## src/hw/jls_pkg.sv

```systemverilog
`default_nettype none
package jls_pkg;
   // ==========================================================
   // constants
   localparam int          LMFC_PERIOD_CYC = 32;      // frames*K in device clocks
   localparam int          ILAS_MF_COUNT   = 4;       // multiframes of alignment sequence
   localparam int          LANES           = 4;
   localparam int          LANE_W          = 32;      // four octets per lane word
   localparam int          SKEW_DEPTH      = 8;
   localparam logic [7:0]  K_CHAR          = 8'hBC;   // K28.5 octet
   localparam logic [7:0]  R_CHAR          = 8'h1C;   // multiframe start marker
   localparam logic [7:0]  Q_CHAR          = 8'h9C;   // config follows marker
   localparam logic [3:0]  MCS_RESET_VAL   = 4'h0;
   localparam int          ST_LINK_SYSREF  = 0;
   localparam int          ST_DIG_CLOCKS   = 1;
   localparam int          ST_PLL_MOD      = 2;
   localparam int          ST_DEVCLK_DIV   = 3;
   localparam logic [1:0]  PULSE_SYNC_LAST = 2'd2;    // pulses counted for clocks sync

   // ==========================================================
   // types
   typedef enum {FR_CGS, FR_WAIT_REL, FR_ILAS, FR_DATA} jls_fr_state_t;
   typedef enum {DF_CGS, DF_RELEASE, DF_ALIGN, DF_DATA} jls_df_state_t;

   typedef struct packed {
      logic [LANES*LANE_W-1:0] data;
      logic [LANES-1:0]        is_k;     // whole word holds K chars
      logic [LANES-1:0]        mf_start; // lane word opens a multiframe
   } jls_lanes_t;

   typedef struct packed {
      logic [7:0] lanes_m1;
      logic [7:0] frames_m1;
      logic       scramble;
   } jls_cfg_t;
endpackage
`default_nettype wire

```

## src/hw/jls_lmfc.sv

```systemverilog
`default_nettype none
// ==========================================================
// local multiframe counter with SYSREF alignment
module jls_lmfc #(
   parameter int PERIOD = jls_pkg::LMFC_PERIOD_CYC
) (
   input  wire logic mclk,
   input  wire logic rst,
   input  wire logic sysref,       // link-forwarded pulse
   input  wire logic realign_en,   // allow realign after first
   output logic      boundary
);
   import jls_pkg::*;
   typedef struct packed {
      logic [7:0] cnt;
      logic       aligned;
   } jls_lmfc_st_t;
   jls_lmfc_st_t s_r, s_nxt;

   // wrap counter; later pulses realign only when allowed
   always_comb begin
      s_nxt = s_r;
      if (sysref && (!s_r.aligned || realign_en)) begin
         s_nxt.cnt     = 8'h00;
         s_nxt.aligned = 1'b1;
      end else if (s_r.cnt == 8'(PERIOD - 1)) begin
         s_nxt.cnt = 8'h00;
      end else begin
         s_nxt.cnt = s_r.cnt + 8'h01;
      end
   end

   always_ff @(posedge mclk or posedge rst) begin
      if (rst) begin
         s_r <= '0;
      end else begin
         s_r <= s_nxt;
      end
   end

   assign boundary = (s_r.cnt == 8'(PERIOD - 1));
endmodule
`default_nettype wire

```

## src/hw/jls_mcs.sv

```systemverilog
`default_nettype none
// ==========================================================
// multichip sync sequencer
module jls_mcs (
   input  wire logic  mclk,
   input  wire logic  rst,
   input  wire logic  arm,
   input  wire logic  sysref,
   output logic       scaler_rst,    // one-cycle reset pulses
   output logic       divider_rst,
   output logic       link_sysref,
   output logic [3:0] status
);
   import jls_pkg::*;
   typedef struct packed {
      logic [1:0] pulses;  // saturates at three
      logic [3:0] sticky;
      logic       done;    // three pulses taken
   } jls_mcs_st_t;
   jls_mcs_st_t s_r, s_nxt;
   logic        take;

   always_comb begin
      s_nxt = s_r;
      take  = arm && sysref && !s_r.done;
      if (take) begin
         s_nxt.pulses = s_r.pulses + 2'd1;
         if (s_r.pulses == 2'd0) begin
            s_nxt.sticky[ST_DEVCLK_DIV] = 1'b1;
         end else if (s_r.pulses == 2'd1) begin
            s_nxt.sticky[ST_DIG_CLOCKS] = 1'b1;
         end else begin
            s_nxt.sticky[ST_LINK_SYSREF] = 1'b1;
            s_nxt.done = 1'b1;
         end
      end
      // modulator bit fixed low, integer PLL
      s_nxt.sticky[ST_PLL_MOD] = 1'b0;
   end

   always_ff @(posedge mclk or posedge rst) begin
      if (rst) begin
         s_r <= '0;
      end else begin
         s_r <= s_nxt;
      end
   end

   // pulses one and two to clocks, rest to link
   assign scaler_rst  = take && (s_r.pulses == 2'd0);
   assign divider_rst = take && (s_r.pulses == 2'd1);
   assign link_sysref = sysref && (s_r.pulses == PULSE_SYNC_LAST || s_r.done);
   // readback only when disarmed
   assign status      = arm ? MCS_RESET_VAL : s_r.sticky;
endmodule
`default_nettype wire

```

## src/hw/jls_link_top.sv

```systemverilog
`default_nettype none
// ==========================================================
// link establishment top: framer, deframer, multichip sync
module jls_link_top (
   input  wire logic                 mclk,
   input  wire logic                 rst,
   // sysref and multichip sync control
   input  wire logic                 sysref_pulse_input,
   input  wire logic                 multichip_sync_arm,
   input  wire logic                 realign_on_later_sysref,
   output logic [3:0]                multichip_sync_result_word,
   output logic                      scaler_reset,
   output logic                      divider_reset,
   // sync pin mode selects
   input  wire logic [1:0]           rx_sync_pin_signalling_select,
   input  wire logic [1:0]           tx_sync_pin_signalling_select,
   input  wire logic                 rx_link_sync_input_p,
   input  wire logic                 rx_link_sync_input_m,
   output logic                      tx_link_sync_output_p,
   output logic                      tx_link_sync_output_m,
   output logic                      tx_link_sync_output_m_oe_n,
   // framer side
   input  wire logic [jls_pkg::LANES*jls_pkg::LANE_W-1:0] adc_samples,
   input  wire logic                 framer_scramble,
   output jls_pkg::jls_lanes_t       fr_lanes,
   output logic                      fr_sending_data,
   // deframer side
   input  wire jls_pkg::jls_lanes_t  df_lanes,
   input  wire logic                 df_lanes_locked,
   input  wire jls_pkg::jls_cfg_t    df_cfg_expected,
   input  wire jls_pkg::jls_cfg_t    df_cfg_received,
   input  wire logic                 df_cfg_valid,
   output logic [jls_pkg::LANES*jls_pkg::LANE_W-1:0] dac_samples,
   output logic                      dac_valid,
   output logic                      df_cfg_mismatch,
   output logic                      deframer_sync_request_out_n
);
   import jls_pkg::*;

   // ==========================================================
   // helpers
   // replicate the K octet across a lane word
   function automatic logic [LANE_W-1:0] k_word();
      return {(LANE_W/8){K_CHAR}};
   endfunction

   // ==========================================================
   // sync pin decode
   logic framer_sync_request_in_n;  // resolved incoming request
   always_comb begin
      // zero picks differential: need the pair to agree
      if (rx_sync_pin_signalling_select == 2'd0) begin
         framer_sync_request_in_n = rx_link_sync_input_p & ~rx_link_sync_input_m;
      end else begin
         framer_sync_request_in_n = rx_link_sync_input_p;
      end
   end

   // ==========================================================
   // multichip sync and LMFC
   logic link_sysref;
   logic scaler_rst_w, divider_rst_w;
   logic [3:0] mcs_status_w;
   logic fr_bnd, df_bnd;

   jls_mcs u_mcs (
      .mclk        (mclk),
      .rst         (rst),
      .arm         (multichip_sync_arm),
      .sysref      (sysref_pulse_input),   // synchronous to mclk by contract
      .scaler_rst  (scaler_rst_w),
      .divider_rst (divider_rst_w),
      .link_sysref (link_sysref),
      .status      (mcs_status_w)
   );

   jls_lmfc u_fr_lmfc (
      .mclk       (mclk),
      .rst        (rst),
      .sysref     (link_sysref),
      .realign_en (realign_on_later_sysref),
      .boundary   (fr_bnd)
   );

   jls_lmfc u_df_lmfc (
      .mclk       (mclk),
      .rst        (rst),
      .sysref     (link_sysref),
      .realign_en (realign_on_later_sysref),
      .boundary   (df_bnd)
   );

   // ==========================================================
   // module state
   typedef struct packed {
      jls_fr_state_t fr;
      jls_df_state_t df;
      logic          fr_sysref_seen;
      logic [3:0]    fr_mf;
      jls_lanes_t    fr_out;
      logic          fr_data;
      logic [3:0]    df_ilas_mf;
      logic          df_sync_n;
      logic          df_cfg_ok;
      logic          mismatch;
      logic [LANES-1:0] lane_seen;  // lane start seen
      logic [LANES*LANE_W-1:0] dac;
      logic          dac_v;
      logic [3:0]    mcs;
      logic          sc_rst;
      logic          dv_rst;
      logic          sync_out;
      logic          sync_m;    // minus pin level
      logic          m_oe_n;    // minus pin enable, low drives
   } jls_top_st_t;
   jls_top_st_t s_r, s_nxt;

   // per-lane skew buffers, flops indexed by depth
   logic [LANE_W-1:0] skew_r   [LANES][SKEW_DEPTH];
   logic [2:0]        wptr_r   [LANES];
   logic [2:0]        rptr_r   [LANES];

   // ==========================================================
   // next-state logic
   always_comb begin
      s_nxt = s_r;
      s_nxt.sc_rst = scaler_rst_w;
      s_nxt.dv_rst = divider_rst_w;
      s_nxt.mcs    = mcs_status_w;

      // ----- framer -----
      case (s_r.fr)
         FR_CGS: begin
            s_nxt.fr_data = 1'b0;
            if (link_sysref) begin
               s_nxt.fr_sysref_seen = 1'b1;
            end
            if ((s_r.fr_sysref_seen || link_sysref) && framer_sync_request_in_n) begin
               s_nxt.fr = FR_WAIT_REL;
            end
         end
         FR_WAIT_REL: begin
            if (!framer_sync_request_in_n) begin
               s_nxt.fr = FR_CGS;
            end else if (fr_bnd) begin
               s_nxt.fr    = FR_ILAS;
               s_nxt.fr_mf = 4'h0;
            end
         end
         FR_ILAS: begin
            if (!framer_sync_request_in_n) begin
               s_nxt.fr = FR_CGS;
            end else if (fr_bnd) begin
               if (s_r.fr_mf == 4'(ILAS_MF_COUNT - 1)) begin
                  s_nxt.fr = FR_DATA;
               end else begin
                  s_nxt.fr_mf = s_r.fr_mf + 4'h1;
               end
            end
         end
         FR_DATA: begin
            if (!framer_sync_request_in_n) begin
               s_nxt.fr = FR_CGS;
            end
         end
         default: s_nxt.fr = FR_CGS;
      endcase

      // framer lane output; ILAS never scrambled
      s_nxt.fr_out = '0;
      case (s_nxt.fr)
         FR_ILAS: begin
            for (int i = 0; i < LANES; i++) begin
               s_nxt.fr_out.data[i*LANE_W +: LANE_W] = {R_CHAR, Q_CHAR, 16'h0000};
               s_nxt.fr_out.mf_start[i] = 1'b1;
            end
         end
         FR_DATA: begin
            // scrambler itself sits in the serializer lane path
            s_nxt.fr_out.data = adc_samples;
            s_nxt.fr_data     = 1'b1;
         end
         default: begin
            for (int i = 0; i < LANES; i++) begin
               s_nxt.fr_out.data[i*LANE_W +: LANE_W] = k_word();
               s_nxt.fr_out.is_k[i] = 1'b1;
            end
         end
      endcase

      // ----- deframer -----
      s_nxt.dac_v = 1'b0;
      case (s_r.df)
         DF_CGS: begin
            s_nxt.df_sync_n = 1'b0;
            s_nxt.lane_seen = '0;
            s_nxt.df_cfg_ok = 1'b0;
            if (df_lanes_locked && (&df_lanes.is_k)) begin
               s_nxt.df = DF_RELEASE;
            end
         end
         DF_RELEASE: begin
            if (!df_lanes_locked) begin
               s_nxt.df = DF_CGS;
            end else if (df_bnd) begin
               s_nxt.df_sync_n = 1'b1;
               s_nxt.df        = DF_ALIGN;
            end
         end
         DF_ALIGN: begin
            s_nxt.lane_seen = s_r.lane_seen | df_lanes.mf_start;
            if (df_cfg_valid) begin
               s_nxt.df_cfg_ok = (df_cfg_received == df_cfg_expected);
            end
            if (!df_lanes_locked) begin
               s_nxt.df = DF_CGS;
            end else if (df_bnd && (&s_r.lane_seen) && s_r.df_cfg_ok) begin
               s_nxt.df = DF_DATA;
            end
         end
         DF_DATA: begin
            s_nxt.dac_v = 1'b1;
            for (int i = 0; i < LANES; i++) begin
               s_nxt.dac[i*LANE_W +: LANE_W] = skew_r[i][rptr_r[i]];
            end
            if (!df_lanes_locked) begin
               s_nxt.df = DF_CGS;
            end
         end
         default: s_nxt.df = DF_CGS;
      endcase
      if (s_nxt.df == DF_CGS) begin
         s_nxt.df_sync_n = 1'b0;
      end
      s_nxt.sync_out = s_nxt.df_sync_n;
      s_nxt.sync_m   = ~s_nxt.df_sync_n;
      s_nxt.m_oe_n   = (tx_sync_pin_signalling_select != 2'd0);
      // mismatch tracks every config strobe
      if (df_cfg_valid) begin
         s_nxt.mismatch = (df_cfg_received != df_cfg_expected);
      end
   end

   // ==========================================================
   // state register
   always_ff @(posedge mclk or posedge rst) begin
      if (rst) begin
         s_r    <= '0;
         s_r.fr <= FR_CGS;
         s_r.df <= DF_CGS;
         s_r.sync_m <= 1'b1;
      end else begin
         s_r <= s_nxt;
      end
   end

   // ==========================================================
   // skew buffers: write from multiframe start, read pointer held at zero until the cycle whose next state is data
   always_ff @(posedge mclk or posedge rst) begin
      if (rst) begin
         for (int i = 0; i < LANES; i++) begin
            wptr_r[i] <= 3'd0;
            rptr_r[i] <= 3'd0;
            for (int j = 0; j < SKEW_DEPTH; j++) begin
               skew_r[i][j] <= '0;
            end
         end
      end else begin
         for (int i = 0; i < LANES; i++) begin
            if (s_r.df == DF_ALIGN && !s_r.lane_seen[i] && !df_lanes.mf_start[i]) begin
               wptr_r[i] <= 3'd0;                     // hold until lane start
            end else if (s_r.df == DF_ALIGN || s_r.df == DF_DATA) begin
               skew_r[i][wptr_r[i]] <= df_lanes.data[i*LANE_W +: LANE_W];
               wptr_r[i] <= wptr_r[i] + 3'd1;
            end
            // lanes read from one boundary
            if (s_r.df == DF_DATA || s_nxt.df == DF_DATA) begin
               rptr_r[i] <= rptr_r[i] + 3'd1;
            end else begin
               rptr_r[i] <= 3'd0;
            end
         end
      end
   end

   // ==========================================================
   // outputs, all from flops
   assign fr_lanes                    = s_r.fr_out;
   assign fr_sending_data             = s_r.fr_data;
   assign dac_samples                 = s_r.dac;
   assign dac_valid                   = s_r.dac_v;
   assign df_cfg_mismatch             = s_r.mismatch;
   assign multichip_sync_result_word  = s_r.mcs;
   assign scaler_reset                = s_r.sc_rst;
   assign divider_reset               = s_r.dv_rst;
   assign deframer_sync_request_out_n = s_r.sync_out;
   // p carries the level; m is complement or released
   assign tx_link_sync_output_p       = s_r.sync_out;
   assign tx_link_sync_output_m       = s_r.sync_m;
   assign tx_link_sync_output_m_oe_n  = s_r.m_oe_n;
endmodule
`default_nettype wire

```

## config.mk

```make
export PLATFORM = sky130hd
export DESIGN_NAME = jls_link_top
export DESIGN_NICKNAME = d
export VERILOG_FILES = /design/src/hw/jls_pkg.sv /design/src/hw/jls_lmfc.sv /design/src/hw/jls_mcs.sv /design/src/hw/jls_link_top.sv
export SDC_FILE = /design/constraint.sdc
export NUM_CORES = 2
export LEC_CHECK = 0
export BUFFER_PORTS_ARGS = -buffer_cell sky130_fd_sc_hd__buf_4
export CAP_MARGIN = 0
export CORE_ASPECT_RATIO = 0.5
export CORE_UTILIZATION = 30
export CTS_CLUSTER_DIAMETER = 80
export DETAILED_ROUTE_END_ITERATION = 10
export GPL_ROUTABILITY_DRIVEN = 0
export GPL_TIMING_DRIVEN = 0
export RECOVER_POWER = 25
export SYNTH_ARGS = -nofsm -noshare
export SYNTH_HDL_FRONTEND = slang
export SYNTH_SLANG_ARGS = --single-unit
```

## constraint.sdc

```tcl
create_clock -name mclk -period 46.8 [get_ports mclk]
set_clock_uncertainty 0.05 [all_clocks]
set_input_delay 4.68 -clock mclk [delete_from_list [all_inputs] [get_ports mclk]]
set_output_delay 4.68 -clock mclk [all_outputs]
set_load 0.01 [all_outputs]
```

==> impl_summary.md <==
Outcome
The run finished, with violations left. The final reports fail on design-rule violations, max-capacitance violations, max-slew violations.

Synthesis
The netlist area before placement is 61200 µm². The commonest cells after synthesis are sky130_fd_sc_hd__dfrtp_1 (1413), sky130_fd_sc_hd__mux2_2 (975), sky130_fd_sc_hd__buf_4 (281). The count of mapped cells out of synthesis is 4046.

In the synthesized netlist the async set-or-reset flop fraction comes to 1.00. In the post-synthesis netlist, the biggest area contributors are sky130_fd_sc_hd__dfrtp_1 (58%), sky130_fd_sc_hd__mux2_2 (18%), sky130_fd_sc_hd__mux4_2 (9.4%). Yosys mapped a number of flops with a built-in enable equal to 0. The most used flip-flop cell after synthesis is sky130_fd_sc_hd__dfrtp_1. The average size of a mapped cell is 15.1 µm². The most common cell in the synthesized netlist is sky130_fd_sc_hd__dfrtp_1. The count of synthesis-stage warnings from yosys is 0. For this run, the register share of the synthesized area comes to 0.578.

Counting flops and latches in the post-synthesis netlist gives 1414. The number of different library cells used by synthesis comes to 55. The area share of the leading cell type in the synthesized netlist is 0.578.

The biggest area contributor in the post-synthesis netlist is sky130_fd_sc_hd__dfrtp_1.

Power and ir drop
Of the total power, combinational logic draws 0.027. Summed over all nets, the switching power comes to 535 µW. The total power consumption of the routed design is 2.47 mW. For this design the static power due to leakage is 35.3 nW.

The worst IR drop on VDD is 22.5 µV. Of the total power, the clock network draws 0.476. The internal power of the cells totals 1.94 mW. The power density of the placed cells is 33.4 nW/µm². Of the total power, the share spent switching nets is 0.216. Of the total power, registers draw 0.498.

Setup path
Setup slack on the worst reg-to-reg path comes out at 42310 ps. The depth of the most critical reg-to-reg path is 7. The kind of capture point of the worst setup path is an asynchronous set/reset pin. The critical register-to-register path startpoint is s_r[292].

The arrival time at the worst endpoint is 16970 ps. STA classifies the critical path startpoint as an input port. The endpoint identified for the worst register-to-register timing path is dac_samples[92].

At the worst endpoint, the required time is 46110 ps. Along the worst path, the maximum fanout reaches 138. The start-to-end type of the worst setup path is in -> async.

Clock network
The CTS root buffer is sky130_fd_sc_hd__clkbuf_16. TritonCTS created 150 clock buffers. After clock tree synthesis, the setup repair step added 0 buffers. Hold repair after CTS inserted 0 buffers. The register clock-pin slew on the reported worst setup and hold paths is 60 ps.

The maximum clock path buffer count is 4. For this design, the sink count on the clock tree is 1414. The number of gates resized after CTS was 0. TritonCTS built the clock tree. The H-tree depth is 4. The clock insertion delay at the later pin of the skew report is 780 ps.

GRT
The number of antenna violations at the first check in global routing was 21. Global routing finished with a remaining overflow of 0. The first global-routing pass estimated 241000 µm of wire. The via count of the first global-routing pass was 39400. Entering global routing, the biggest net connects 139 pins.

The global routing usage summed across all routing layers is 0.152.

Floorplan
The die extent in y is 321 µm. The core footprint is 201000 µm². The effective utilization at floorplan is 0.304.

The die covers 206000 µm². The row count is 116. The I/O pin count is 589. From left edge to right edge, the die measures 641 µm.

Run
Max-cap violations in this run came to 12.

Final layout
The multi-input combinational cells in the finished layout cover a total of 22700 µm². The synthesis-to-finish area growth is 21.1%. Across the whole layout, storage elements account for 35400 µm². The final core utilization is 0.368.

The layout has 19100 filler cells. The count of nets after finishing is 5183. In the final layout, the share of cells above drive strength 1 is 0.484.

STA
Setup repair after global routing left no endpoint under its margin. Derived from the worst setup path, the maximum achievable clock frequency is 0.0566 GHz. Summed over all failing endpoints, the final setup total negative slack is 0 ps. In the finished design, the share of the clock period the worst path needs comes to 0.377. The setup violation total in the final timing report is 0. The slew at the pin closest to its max-slew limit is 7220 ps.

The final critical delay including setup and external delays is 17660 ps. The final count of pins violating max slew is 885. Headroom to the max-slew limit came out at -3.81. The number of hold-slack violations in the final timing report came to 0.

Detailed routing
The number of search-and-repair iterations in the first detailed-routing pass is 8. The first routing iteration left 2107 violations. The count of nets left with antenna violations once routing finished came out at 0. The number of remaining DRC errors is 140. The routed length per placed instance is 20.6 µm. For this block, the via count after detailed routing is 35900. Using the TritonRoute via totals, the vias-per-cell ratio works out to 4.67.

The wire length after detailed routing is 159000 µm.

Placed design
The total of buffers placed on input and output ports is 586. The placed wire-length estimate after detailed placement is 110000 µm.

Worst hold path
For hold timing, the worst endpoint is u_mcs.s_r[4]. The number of cells on the worst hold path is 1. The startpoint of the lowest-slack hold path is u_mcs.s_r[4].

The min-delay analysis places its worst path in the category reg -> reg.
area by class of cell:
class / count / area share
sequential: 1414 / 0.478
multi-input combinational: 2163 / 0.307
timing repair buffer: 598 / 0.0614
clock buffer: 214 / 0.0591
tap: 2714 / 0.0459
buffer: 508 / 0.0416
clock inverter: 40 / 0.00566
inverter: 21 / 0.00108
antenna: 15 / 0.000507
power by group through the flow:
| stage | Combinational, mW | Clock, mW | Sequential, mW |
|---|---|---|---|
| finish | 0.0661 | 1.18 | 1.23 |
| global route | 0.0755 | 1.27 | 1.23 |
| CTS | 0.0698 | 1.21 | 1.23 |
| detailed placement | 0.0696 | 0 | 1.25 |
| global placement | 0.0624 | 0 | 1.26 |
| floorplan | 0.0259 | 0 | 1.26 |
stage by stage:
step	area (µm²)	setup slack (ps)	hold WS, ps	std cells
2_1_floorplan	61400	2200	370	4106
3_3_place_gp	69200	-9490	386	7406
3_5_place_dp	69500	39070	396	7418
4_1_cts	74300	39930	411	7672
5_1_grt	74100	26260	420	7686
6_report	74100	29140	409	7687
worst max-delay path by stage:
stage	from	end	slack [ps]	cells past startpoint
6_report	rst	skew_r[316]	29140	4
5_1_grt	rst	skew_r[316]	26260	4
4_1_cts	rst	skew_r[507]	39930	6
3_5_place_dp	rst	dac_samples[82]	39070	6
3_3_place_gp	rst	skew_r[398]	-9490	2
2_1_floorplan	rst	dac_samples[0]	2200	1
routing by layer:
| metal | up-vias | global-route usage | share of wire |
|---|---|---|---|
| met3 | 264 | 0.0224 | 0.038 |
| met5 | - | 0 | 0 |
| met4 | 0 | 0.0579 | 0.036 |
| met2 | 702 | 0.279 | 0.53 |
| met1 | 19000 | 0.180 | 0.39 |
| li1 | 15900 | - | - |
sequential cells by signal (all words and copies together) (netlist names), 3 cells and up:
| register | cells |
|---|---|
| dac_samples | 128 |
| fr_lanes | 130 |
| multichip_sync_result_word | 3 |
| rptr_r | 12 |
| s_r | 74 |
| skew_r | 1024 |
| u_df_lmfc.s_r | 9 |
| u_fr_lmfc.s_r | 9 |
| u_mcs.s_r | 5 |
| wptr_r | 12 |
kinds of logic (layout without fill, tap and decap cells):
group	Yosys count	in the layout	synth area share
DFF	1414	1414	0.578
muxes	1409	1409	0.304
buffers and inverters	529	1381	0.0517
and+or+nand+nor	416	416	0.0367
AOI/OAI and AO/OA	229	229	0.0216
xor gates and xnor gates	33	33	0.00472
adders and majority gates	15	15	0.00307
other	1	76	0.0000613
placed cells by master, fill, tap and decap left out, drive strengths merged, types with 6 or more instances in the layout:
master,instances
dfrtp,1413
mux2,1024
buf,958
clkbuf,362
mux4,256
nor2,171
a21oi,142
mux2i,129
conb,61
a21o,55
and2,55
nand2,32
nand2b,32
nor4,28
clkinv,28
xnor2,22
inv,22
nand3,21
o21ai,19
and3,18
nand4,16
diode,15
ha,15
xor2,11
bufinv,7
or3,6
nor3b,6
worst max-delay path, cell delays in order:
cell	delay (ps)
sky130_fd_sc_hd__clkbuf_4	110
sky130_fd_sc_hd__clkinvlp_2	2100
sky130_fd_sc_hd__clkbuf_1	5170
sky130_fd_sc_hd__clkbuf_1	4670
No activity file was read; power rests on OpenSTA's default activity.
